## config.mk

```make
export PLATFORM = sky130hd
export DESIGN_NAME = fbcd_host
export DESIGN_NICKNAME = d
export VERILOG_FILES = /design/src/inc/fbcd_pkg.sv /design/src/design/fbcd_cycle.sv /design/src/design/fbcd_host.sv
export SDC_FILE = /design/constraint.sdc
export NUM_CORES = 1
export LEC_CHECK = 0
export ABC_AREA = 1
export BUFFER_PORTS_ARGS = -buffer_cell sky130_fd_sc_hd__buf_2
export CAP_MARGIN = 20
export CORE_MARGIN = 2
export CORE_UTILIZATION = 40
export CTS_CLUSTER_SIZE = 16
export DETAILED_ROUTE_END_ITERATION = 10
export HOLD_SLACK_MARGIN = 0.02
export PLACE_DENSITY = 0.69
export SLEW_MARGIN = 40
export SYNTH_ARGS = -nofsm -noshare
export SYNTH_HDL_FRONTEND = slang
export SYNTH_SLANG_ARGS = --single-unit
```

## constraint.sdc

```tcl
create_clock -name clk -period 3.3 [get_ports clk]
set_input_delay 0.66 -clock clk [delete_from_list [all_inputs] [get_ports clk]]
set_output_delay 0.66 -clock clk [all_outputs]
set_load 0.01 [all_outputs]
```

## src/inc/fbcd_pkg.sv

```systemverilog
/*
  Shared constants and types for the flash bus host controller.
  Assumes a 20 MHz clock and a byte-wide flash part with 19 address lines.
*/
package fbcd_pkg;
  localparam int ADDR_W = 19;
  localparam int DATA_W = 8;
  localparam int STEP_W = 3;
  localparam int CNT_W = 4;
  localparam int WIN_W = 11;

  // Unlock and command addresses; upper bits are driven as zero.
  localparam logic [18:0] UNLOCK_ADDR_A = 19'h05555;
  localparam logic [18:0] UNLOCK_ADDR_B = 19'h02AAA;

  // Command data bytes.
  localparam logic [7:0] UNLOCK_DATA_A = 8'hAA;
  localparam logic [7:0] UNLOCK_DATA_B = 8'h55;
  localparam logic [7:0] CODE_RESET = 8'hF0;
  localparam logic [7:0] CODE_IDENTITY = 8'h90;
  localparam logic [7:0] CODE_PROGRAM = 8'hA0;
  localparam logic [7:0] CODE_ERASE_SETUP = 8'h80;
  localparam logic [7:0] CODE_CHIP_ERASE = 8'h10;
  localparam logic [7:0] CODE_SECTOR_ERASE = 8'h30;
  localparam logic [7:0] CODE_SUSPEND = 8'hB0;
  localparam logic [7:0] CODE_RESUME = 8'h30;

  // Sequence lengths in bus write cycles.
  localparam logic [2:0] LEN_SINGLE = 3'h1;
  localparam logic [2:0] LEN_SHORT = 3'h3;
  localparam logic [2:0] LEN_PROGRAM = 3'h4;
  localparam logic [2:0] LEN_ERASE = 3'h6;

  // Bus cycle phase lengths in clock cycles.
  localparam logic [3:0] CYC_SETUP = 4'h1;
  localparam logic [3:0] CYC_WRITE = 4'h3;
  localparam logic [3:0] CYC_READ = 4'h6;
  localparam logic [3:0] CYC_HOLD = 4'h1;

  // Sector erase queue window, longest time rounded down to cycles.
  localparam int CLK_PERIOD_NS = 50;
  localparam int ERASE_WINDOW_NS = 80000;
  localparam logic [10:0] WINDOW_CYC = 11'(ERASE_WINDOW_NS / CLK_PERIOD_NS);
  localparam logic [10:0] WINDOW_GUARD = 11'h004;

  typedef enum logic [3:0] {
    CMD_READ, CMD_WRITE_RAW, CMD_RESET_SHORT, CMD_RESET_LONG, CMD_IDENTITY,
    CMD_PROGRAM, CMD_CHIP_ERASE, CMD_SECTOR_ERASE, CMD_SECTOR_ADD,
    CMD_SUSPEND, CMD_RESUME, CMD_HV_ID_READ
  } fbcd_cmd_e;

  typedef struct packed {
    fbcd_cmd_e cmd;
    logic [18:0] addr;
    logic [7:0] data;
  } fbcd_req_s;

  typedef struct packed {
    logic ce_n;
    logic oe_n;
    logic we_n;
    logic [18:0] addr;
    logic [7:0] dq_out;
    logic dq_oe;
  } fbcd_pins_s;
endpackage

```

## src/design/fbcd_cycle.sv

```systemverilog
/*
  One asynchronous flash bus cycle, read or write, driven from registers.
  Assumes dq_in is already synchronised to clk by the caller.
*/
module fbcd_cycle (
  input wire logic clk,
  input wire logic reset,
  input wire logic clk_en,
  input wire logic start,
  input wire logic write,
  input wire logic [18:0] addr,
  input wire logic [7:0] data,
  input wire logic [7:0] dq_sync,
  output fbcd_pkg::fbcd_pins_s pins,
  output logic done,
  output logic [7:0] rd_data
);
  typedef enum {C_IDLE, C_SETUP, C_STROBE, C_HOLD} fbcd_cyc_e;
  fbcd_cyc_e state, next_state;
  logic [3:0] cnt, next_cnt;
  logic wr, next_wr;
  logic next_done;
  logic [7:0] next_rd_data;
  fbcd_pkg::fbcd_pins_s next_pins;

  // Phase sequencing; pins follow the next phase so they come from flops.
  always_comb begin
    next_state = state;
    next_cnt = cnt;
    next_wr = wr;
    next_done = 1'b0;
    next_rd_data = rd_data;
    next_pins = pins;
    unique case (state)
      C_IDLE: if (start) begin
        next_state = C_SETUP;
        next_cnt = fbcd_pkg::CYC_SETUP;
        next_wr = write;
        next_pins.addr = addr;
        next_pins.dq_out = data;
      end
      C_SETUP: if (cnt == 4'h1) begin
        next_state = C_STROBE;
        next_cnt = wr ? fbcd_pkg::CYC_WRITE : fbcd_pkg::CYC_READ;
      end else begin
        next_cnt = cnt - 4'h1;
      end
      C_STROBE: if (cnt == 4'h1) begin
        next_state = C_HOLD;
        next_cnt = fbcd_pkg::CYC_HOLD;
        if (!wr) begin
          next_rd_data = dq_sync;
        end
      end else begin
        next_cnt = cnt - 4'h1;
      end
      C_HOLD: if (cnt == 4'h1) begin
        next_state = C_IDLE;
        next_done = 1'b1;
      end else begin
        next_cnt = cnt - 4'h1;
      end
    endcase
    // Chip select wraps the strobe; data is driven only while oe_n is high.
    next_pins.ce_n = (next_state == C_IDLE);
    next_pins.we_n = !(next_state == C_STROBE && next_wr);
    next_pins.oe_n = !(next_state == C_STROBE && !next_wr);
    next_pins.dq_oe = next_wr && next_state != C_IDLE;
  end

  // Registers of the cycle engine.
  always_ff @(posedge clk) begin
    if (reset) begin
      state <= C_IDLE;
      cnt <= 4'h0;
      wr <= 1'b0;
      done <= 1'b0;
      rd_data <= 8'h00;
      pins <= '{ce_n: 1'b1, oe_n: 1'b1, we_n: 1'b1, addr: 19'h00000,
                dq_out: 8'h00, dq_oe: 1'b0};
    end else if (clk_en) begin
      state <= next_state;
      cnt <= next_cnt;
      wr <= next_wr;
      done <= next_done;
      rd_data <= next_rd_data;
      pins <= next_pins;
    end
  end

  a_no_dq_clash: assert property (@(posedge clk) disable iff (reset)
    pins.dq_oe |-> pins.oe_n) else $error("data driven while oe_n low");
  a_strobe_in_ce: assert property (@(posedge clk) disable iff (reset)
    (!pins.we_n || !pins.oe_n) |-> !pins.ce_n) else $error("strobe without ce");
  a_we_width: assert property (@(posedge clk) disable iff (reset || !clk_en)
    $fell(pins.we_n) |-> !pins.we_n[*3] ##1 pins.we_n) else $error("bad we width");
  a_data_hold: assert property (@(posedge clk) disable iff (reset || !clk_en)
    $rose(pins.we_n) |-> pins.dq_oe && $stable(pins.dq_out)) else $error("data lost");
  c_write_cycle: cover property (@(posedge clk) disable iff (reset) $rose(pins.we_n));
  c_read_cycle: cover property (@(posedge clk) disable iff (reset) $rose(pins.oe_n));
endmodule // fbcd_cycle

```

## src/design/fbcd_host.sv

```systemverilog
/*
  Host controller that drives a byte-wide sector-erase flash through its pins.
  Assumes a 20 MHz clock, an external switch that puts the identity voltage
  on address line nine when hv_id_enable is high, and a board that resolves
  the data bus from dq_oe.
*/
module fbcd_host (
  input wire logic clk,
  input wire logic reset,
  input wire logic clk_en,
  input wire logic req_valid,
  input wire fbcd_pkg::fbcd_req_s req,
  output logic req_ready,
  output logic req_refused,
  output logic rsp_valid,
  output logic [7:0] rsp_data,
  output logic erase_active,
  input wire logic [7:0] dq_in,
  output fbcd_pkg::fbcd_pins_s pins,
  output logic hv_id_enable
);
  typedef enum {T_IDLE, T_ISSUE, T_WAIT} fbcd_top_e;
  fbcd_top_e state, next_state;
  fbcd_pkg::fbcd_req_s cur, next_cur;
  logic [2:0] step, next_step;
  logic [10:0] window, next_window;
  logic next_erase_active, next_hv, next_ready, next_refused, next_rsp_valid;
  logic [7:0] next_rsp_data;
  logic [7:0] dq_meta, dq_sync;
  logic cyc_done;
  logic [7:0] cyc_rd;
  logic cyc_write;
  logic [18:0] cyc_addr;
  logic [7:0] cyc_data;

  // Number of bus cycles for each command.
  function automatic logic [2:0] seq_len(fbcd_pkg::fbcd_cmd_e c);
    unique case (c)
      fbcd_pkg::CMD_RESET_LONG, fbcd_pkg::CMD_IDENTITY: return fbcd_pkg::LEN_SHORT;
      fbcd_pkg::CMD_PROGRAM: return fbcd_pkg::LEN_PROGRAM;
      fbcd_pkg::CMD_CHIP_ERASE, fbcd_pkg::CMD_SECTOR_ERASE: return fbcd_pkg::LEN_ERASE;
      default: return fbcd_pkg::LEN_SINGLE;
    endcase
  endfunction

  // Commands that put a read cycle on the bus.
  function automatic logic is_read(fbcd_pkg::fbcd_cmd_e c);
    return c == fbcd_pkg::CMD_READ || c == fbcd_pkg::CMD_HV_ID_READ;
  endfunction

  // Cycle address: unlock pattern, user address only where the device uses it.
  function automatic logic [18:0] seq_addr(fbcd_pkg::fbcd_req_s r, logic [2:0] s);
    logic last;
    last = (s == seq_len(r.cmd) - 3'h1);
    if (seq_len(r.cmd) == fbcd_pkg::LEN_SINGLE) begin
      return r.addr;
    end else if (s == 3'h1 || s == 3'h4) begin
      return fbcd_pkg::UNLOCK_ADDR_B;
    end else if (last && (r.cmd == fbcd_pkg::CMD_PROGRAM ||
                          r.cmd == fbcd_pkg::CMD_SECTOR_ERASE)) begin
      return r.addr;
    end
    return fbcd_pkg::UNLOCK_ADDR_A;
  endfunction

  // Cycle data byte for each step of each command.
  function automatic logic [7:0] seq_data(fbcd_pkg::fbcd_req_s r, logic [2:0] s);
    unique case (r.cmd)
      fbcd_pkg::CMD_RESET_SHORT: return fbcd_pkg::CODE_RESET;
      fbcd_pkg::CMD_SECTOR_ADD: return fbcd_pkg::CODE_SECTOR_ERASE;
      fbcd_pkg::CMD_SUSPEND: return fbcd_pkg::CODE_SUSPEND;
      fbcd_pkg::CMD_RESUME: return fbcd_pkg::CODE_RESUME;
      fbcd_pkg::CMD_READ, fbcd_pkg::CMD_WRITE_RAW, fbcd_pkg::CMD_HV_ID_READ: return r.data;
      default: begin
        if (s == 3'h0 || s == 3'h3) begin
          return (r.cmd == fbcd_pkg::CMD_PROGRAM && s == 3'h3) ? r.data
                                                               : fbcd_pkg::UNLOCK_DATA_A;
        end else if (s == 3'h1 || s == 3'h4) begin
          return fbcd_pkg::UNLOCK_DATA_B;
        end else if (s == 3'h5) begin
          return (r.cmd == fbcd_pkg::CMD_CHIP_ERASE) ? fbcd_pkg::CODE_CHIP_ERASE
                                                     : fbcd_pkg::CODE_SECTOR_ERASE;
        end
        unique case (r.cmd)
          fbcd_pkg::CMD_RESET_LONG: return fbcd_pkg::CODE_RESET;
          fbcd_pkg::CMD_IDENTITY: return fbcd_pkg::CODE_IDENTITY;
          fbcd_pkg::CMD_PROGRAM: return fbcd_pkg::CODE_PROGRAM;
          default: return fbcd_pkg::CODE_ERASE_SETUP;
        endcase
      end
    endcase
  endfunction

  // Two-flop synchroniser for the data pins.
  always_ff @(posedge clk) begin
    if (reset) begin
      dq_meta <= 8'h00;
      dq_sync <= 8'h00;
    end else if (clk_en) begin
      dq_meta <= dq_in;
      dq_sync <= dq_meta;
    end
  end

  // Values handed to the cycle engine for the current step.
  assign cyc_write = !is_read(cur.cmd);
  assign cyc_addr = seq_addr(cur, step);
  assign cyc_data = seq_data(cur, step);

  // Command sequencer: acceptance, stepping and erase window tracking.
  always_comb begin
    next_state = state;
    next_cur = cur;
    next_step = step;
    next_window = (window != 11'h000) ? window - 11'h001 : window;
    next_erase_active = erase_active;
    next_hv = hv_id_enable;
    next_refused = 1'b0;
    next_rsp_valid = 1'b0;
    next_rsp_data = rsp_data;
    unique case (state)
      T_IDLE: if (req_valid && req_ready) begin
        if ((req.cmd == fbcd_pkg::CMD_SECTOR_ADD && window <= fbcd_pkg::WINDOW_GUARD) ||
            ((req.cmd == fbcd_pkg::CMD_SUSPEND || req.cmd == fbcd_pkg::CMD_RESUME) &&
             !erase_active)) begin
          next_refused = 1'b1;
        end else begin
          next_cur = req;
          next_step = 3'h0;
          next_hv = (req.cmd == fbcd_pkg::CMD_HV_ID_READ);
          next_state = T_ISSUE;
        end
      end
      T_ISSUE: next_state = T_WAIT;
      T_WAIT: if (cyc_done) begin
        if (step != seq_len(cur.cmd) - 3'h1) begin
          next_step = step + 3'h1;
          next_state = T_ISSUE;
        end else begin
          next_state = T_IDLE;
          next_hv = 1'b0;
          next_rsp_valid = is_read(cur.cmd);
          next_rsp_data = cyc_rd;
          unique case (cur.cmd)
            fbcd_pkg::CMD_SECTOR_ERASE, fbcd_pkg::CMD_SECTOR_ADD: begin
              next_window = fbcd_pkg::WINDOW_CYC;
              next_erase_active = 1'b1;
            end
            fbcd_pkg::CMD_SUSPEND: next_window = 11'h000;
            fbcd_pkg::CMD_READ, fbcd_pkg::CMD_HV_ID_READ, fbcd_pkg::CMD_RESUME: begin
            end
            default: begin
              next_window = 11'h000;
              next_erase_active = 1'b0;
            end
          endcase
        end
      end
    endcase
    next_ready = (next_state == T_IDLE);
  end

  // Registers of the sequencer; after reset the device is taken as in read mode.
  always_ff @(posedge clk) begin
    if (reset) begin
      state <= T_IDLE;
      cur <= '{cmd: fbcd_pkg::CMD_READ, addr: 19'h00000, data: 8'h00};
      step <= 3'h0;
      window <= 11'h000;
      erase_active <= 1'b0;
      hv_id_enable <= 1'b0;
      req_ready <= 1'b0;
      req_refused <= 1'b0;
      rsp_valid <= 1'b0;
      rsp_data <= 8'h00;
    end else if (clk_en) begin
      state <= next_state;
      cur <= next_cur;
      step <= next_step;
      window <= next_window;
      erase_active <= next_erase_active;
      hv_id_enable <= next_hv;
      req_ready <= next_ready;
      req_refused <= next_refused;
      rsp_valid <= next_rsp_valid;
      rsp_data <= next_rsp_data;
    end
  end

  fbcd_cycle u_cycle (
    .clk(clk),
    .reset(reset),
    .clk_en(clk_en),
    .start(state == T_ISSUE),
    .write(cyc_write),
    .addr(cyc_addr),
    .data(cyc_data),
    .dq_sync(dq_sync),
    .pins(pins),
    .done(cyc_done),
    .rd_data(cyc_rd)
  );

  a_unlock_first: assert property (@(posedge clk) disable iff (reset)
    (state == T_ISSUE && step == 3'h0 && seq_len(cur.cmd) != fbcd_pkg::LEN_SINGLE) |->
    cyc_addr == fbcd_pkg::UNLOCK_ADDR_A && cyc_data == fbcd_pkg::UNLOCK_DATA_A)
    else $error("sequence without unlock");
  a_cmd_upper_zero: assert property (@(posedge clk) disable iff (reset)
    (state == T_ISSUE && cur.cmd == fbcd_pkg::CMD_CHIP_ERASE) |-> cyc_addr[18:15] == 4'h0)
    else $error("upper address bits on command");
  a_suspend_refused: assert property (@(posedge clk) disable iff (reset || !clk_en)
    (req_valid && req_ready && req.cmd == fbcd_pkg::CMD_SUSPEND && !erase_active) |=>
    req_refused && state == T_IDLE) else $error("suspend taken outside erase");
  a_short_reset: assert property (@(posedge clk) disable iff (reset)
    (state == T_ISSUE && cur.cmd == fbcd_pkg::CMD_RESET_SHORT) |->
    cyc_data == fbcd_pkg::CODE_RESET && cyc_write) else $error("bad reset byte");
  a_window_load: assert property (@(posedge clk) disable iff (reset || !clk_en)
    (state == T_WAIT && cyc_done && cur.cmd == fbcd_pkg::CMD_SECTOR_ERASE &&
     step == 3'h5) |=> window == fbcd_pkg::WINDOW_CYC) else $error("window not opened");
  a_hv_read_only: assert property (@(posedge clk) disable iff (reset)
    hv_id_enable |-> pins.we_n) else $error("write under identity voltage");
  c_sector_erase: cover property (@(posedge clk) disable iff (reset)
    state == T_WAIT && cyc_done && cur.cmd == fbcd_pkg::CMD_SECTOR_ERASE && step == 3'h5);
  c_hv_read: cover property (@(posedge clk) disable iff (reset) hv_id_enable && rsp_valid);
endmodule // fbcd_host

```

==> impl_metrics.ini <==
[status]
status = finished clean

[timing]
relSlewSlack_pct = 52.0
setup_tns_ps = 0
hold_violations = 0
min_period_ps = 2460
rsz0062_at_grt = false
worst_slew_pin_slew_ps = 720
slew_violations = 0
fmax_mhz = 406
setup_viol = 0
worst_clock_skew_ps = 9.60
fin_crit_sh_pct = 74.7

[drt]
wl_um = 18100
dr.pass1.iters = 5
drc_errors = 0
drtIter0Drc = 457
via_per_inst = 4.94
drtAntennaViolNets = 0
avgRoutedWirePerCell_um = 12.4
dr_total_vias = 7181

[logic_synthesis]
yosysSeqAreaShare_pct = 44.5
yosys_warnings = 0
ys_types = 43
syn_area_mm2 = 0.00824
syn-num-nets = 1163
ys_async_sr_fraction_pct = 0
synth_ff_type = dfxtp_1
syn_inst = 1110
avgSynthCellArea_um2 = 7.42
ys_seq_elements = 183
synth_edf_count = 0

[grt]
grt_antenna_before_repair = 0
grt_max_degree = 118
grt_pass1_wl_um = 30400
overflow = 0
grtUsageTotal_pct = 16.9
grt_pass1_vias = 6455

[placed_design]
dp_cells = 1420
gp_congestion = 0.891
dp_hpwl_um = 12000
port_buffers = 86
dpl_cell_area_mm2 = 0.00878

[clocking]
postCtsResizedCells = 0
cts_tree = done
cts_setup_buffers = 0
insertion_delay_ps = 440
cts_buffers = 17
root_buffer = clkbuf_16
postCtsHoldBufs = 0
clk_path_buf_depth = 2
clkSinkCount = 183
path_clk_slew_ps = 70
htree_levels = 4

[pwr]
irDropWorstVdd_v = 0.000239
finalPower_mw = 5.28
leakagePower_nw = 4.25
power_density_mw_per_mm2 = 564

[worst_setup_path]
required_ps = 3620
rr_worst_depth = 14
path_class = register to register
cp_data_arrival_time_ps = 2790
crit_path_end_kind = register
startpoint_type = register
cp_max_fo = 16

[floorplanning]
die-width_um = 148
pin_count = 87
die_y_um = 148
core_mm2 = 0.0202
die_area_mm2 = 0.0218
rows = 52
start_util_pct = 40.7

[min_path]
min_path_type = register to register
holdPathStages = 2

[flow_run]
drv_cap = 0

[cells_and_area]
final_common_cell = dfxtp_1
postLayoutCellArea_mm2 = 0.00936
finalNonFillerCells = 1453
mostFrequentLayoutCells = dfxtp_1 (183), nand2_1 (177), nor2_1 (147)
utilization_pct = 46.2
drive_above_1_share_pct = 14.3
nets = 1222
syn_to_final_growth_pct = 13.5
-- critical path: stages, from the launching register on --
cell	delay, ps
dfxtp_1	420
nand2_1	110
inv_1	80
nand2_1	70
inv_1	110
a21oi_1	70
ha_1	320
xnor2_1	140
nand2_1	80
nor2_2	90
nand2_2	100
nor2_2	160
nand3_2	270
o21ai_0	260
a21oi_1	60
-- cell families after synthesis --
kind of cell / count (synthesis) / synth area share [%]
simple gates: 434 / 23.9
flops: 183 / 44.5
compound gates: 265 / 18.1
xor+xnor: 13 / 1.38
fa+ha+maj: 10 / 1.52
buf+inv: 205 / 10.6
-- power breakdown --
part,switching (mW),internal [mW]
clock network,0.925,1.06
registers,0.0855,2.31
logic,0.574,0.317
-- layer usage --
layer	vias to the layer above	track usage (%)	share of wire [%]
li1	3725	-	-
met3	20	3.80	4.3
met5	-	0	0
met4	0	5.10	1.1
met1	3301	22.1	48
met2	135	27.8	47
-- area by class of cell --
class | count | area [um2]
inverters | 153 | 577
well taps | 270 | 338
clock buffers | 19 | 433
repair buffers | 92 | 500
diodes | 1 | 2.50
fillers | 2022 | 10900
multi-input cells | 722 | 3700
clock inverters | 13 | 140
flip-flops and latches | 183 | 3660
-- path summary, 6_finish.rpt --
path                                   startpoint           endpoint  slack, ps
worst max-delay path                      cur[27]        rsp_data[4]        840
worst min-delay path            u_cycle.state[27]  u_cycle.state[27]        440
worst max register to register            cur[27]        rsp_data[4]        840
worst min register to register  u_cycle.state[27]  u_cycle.state[27]        440
-- synth_stat cells (4+ instances only) --
cell      count  area share [%]
nand3_1      35             2.1
nand2_1     177             8.1
o211ai_1     29             2.6
inv_2         4            0.18
inv_1       146             6.6
a31oi_1       6            0.46
nand4_1      21             1.6
nand3_2       4            0.49
buf_2         7            0.43
ha_1         10             1.5
o21ai_1       6            0.36
nand2_2       7            0.53
xnor2_1       5            0.53
nor2_2        8            0.61
a21oi_1     112             6.8
o21ai_0      98             6.0
o211ai_2      4            0.61
xor2_1        8            0.85
buf_6        11             1.5
dfxtp_1     183              44
nor2_4        5            0.68
nor2_1      147             6.7
nor3_1       20             1.2
clkbuf_1     26             1.2
-- sequential cells by signal, indices dropped and copies added (netlist names) --
| name | count |
|---|---|
| state | 32 |
| u_cycle.state | 32 |
| cur | 31 |
| u_cycle.pins | 31 |
| window | 11 |
| dq_meta | 8 |
| dq_sync | 8 |
| rsp_data | 8 |
| u_cycle.rd_data | 8 |
| u_cycle.cnt | 4 |
| step | 3 |
| erase_active | 1 |
| hv_id_enable | 1 |
| req_ready | 1 |
| req_refused | 1 |
| rsp_valid | 1 |
| u_cycle.done | 1 |
| u_cycle.wr | 1 |
-- per-stage QoR --
stage	hold WS, ps	setup slack, ps
after CTS	435	851
after global routing	448	547
after floorplan	417	1220
after global placement	426	897
after detailed placement	429	860
final	438	836
No activity file was read; power rests on OpenSTA's default activity.
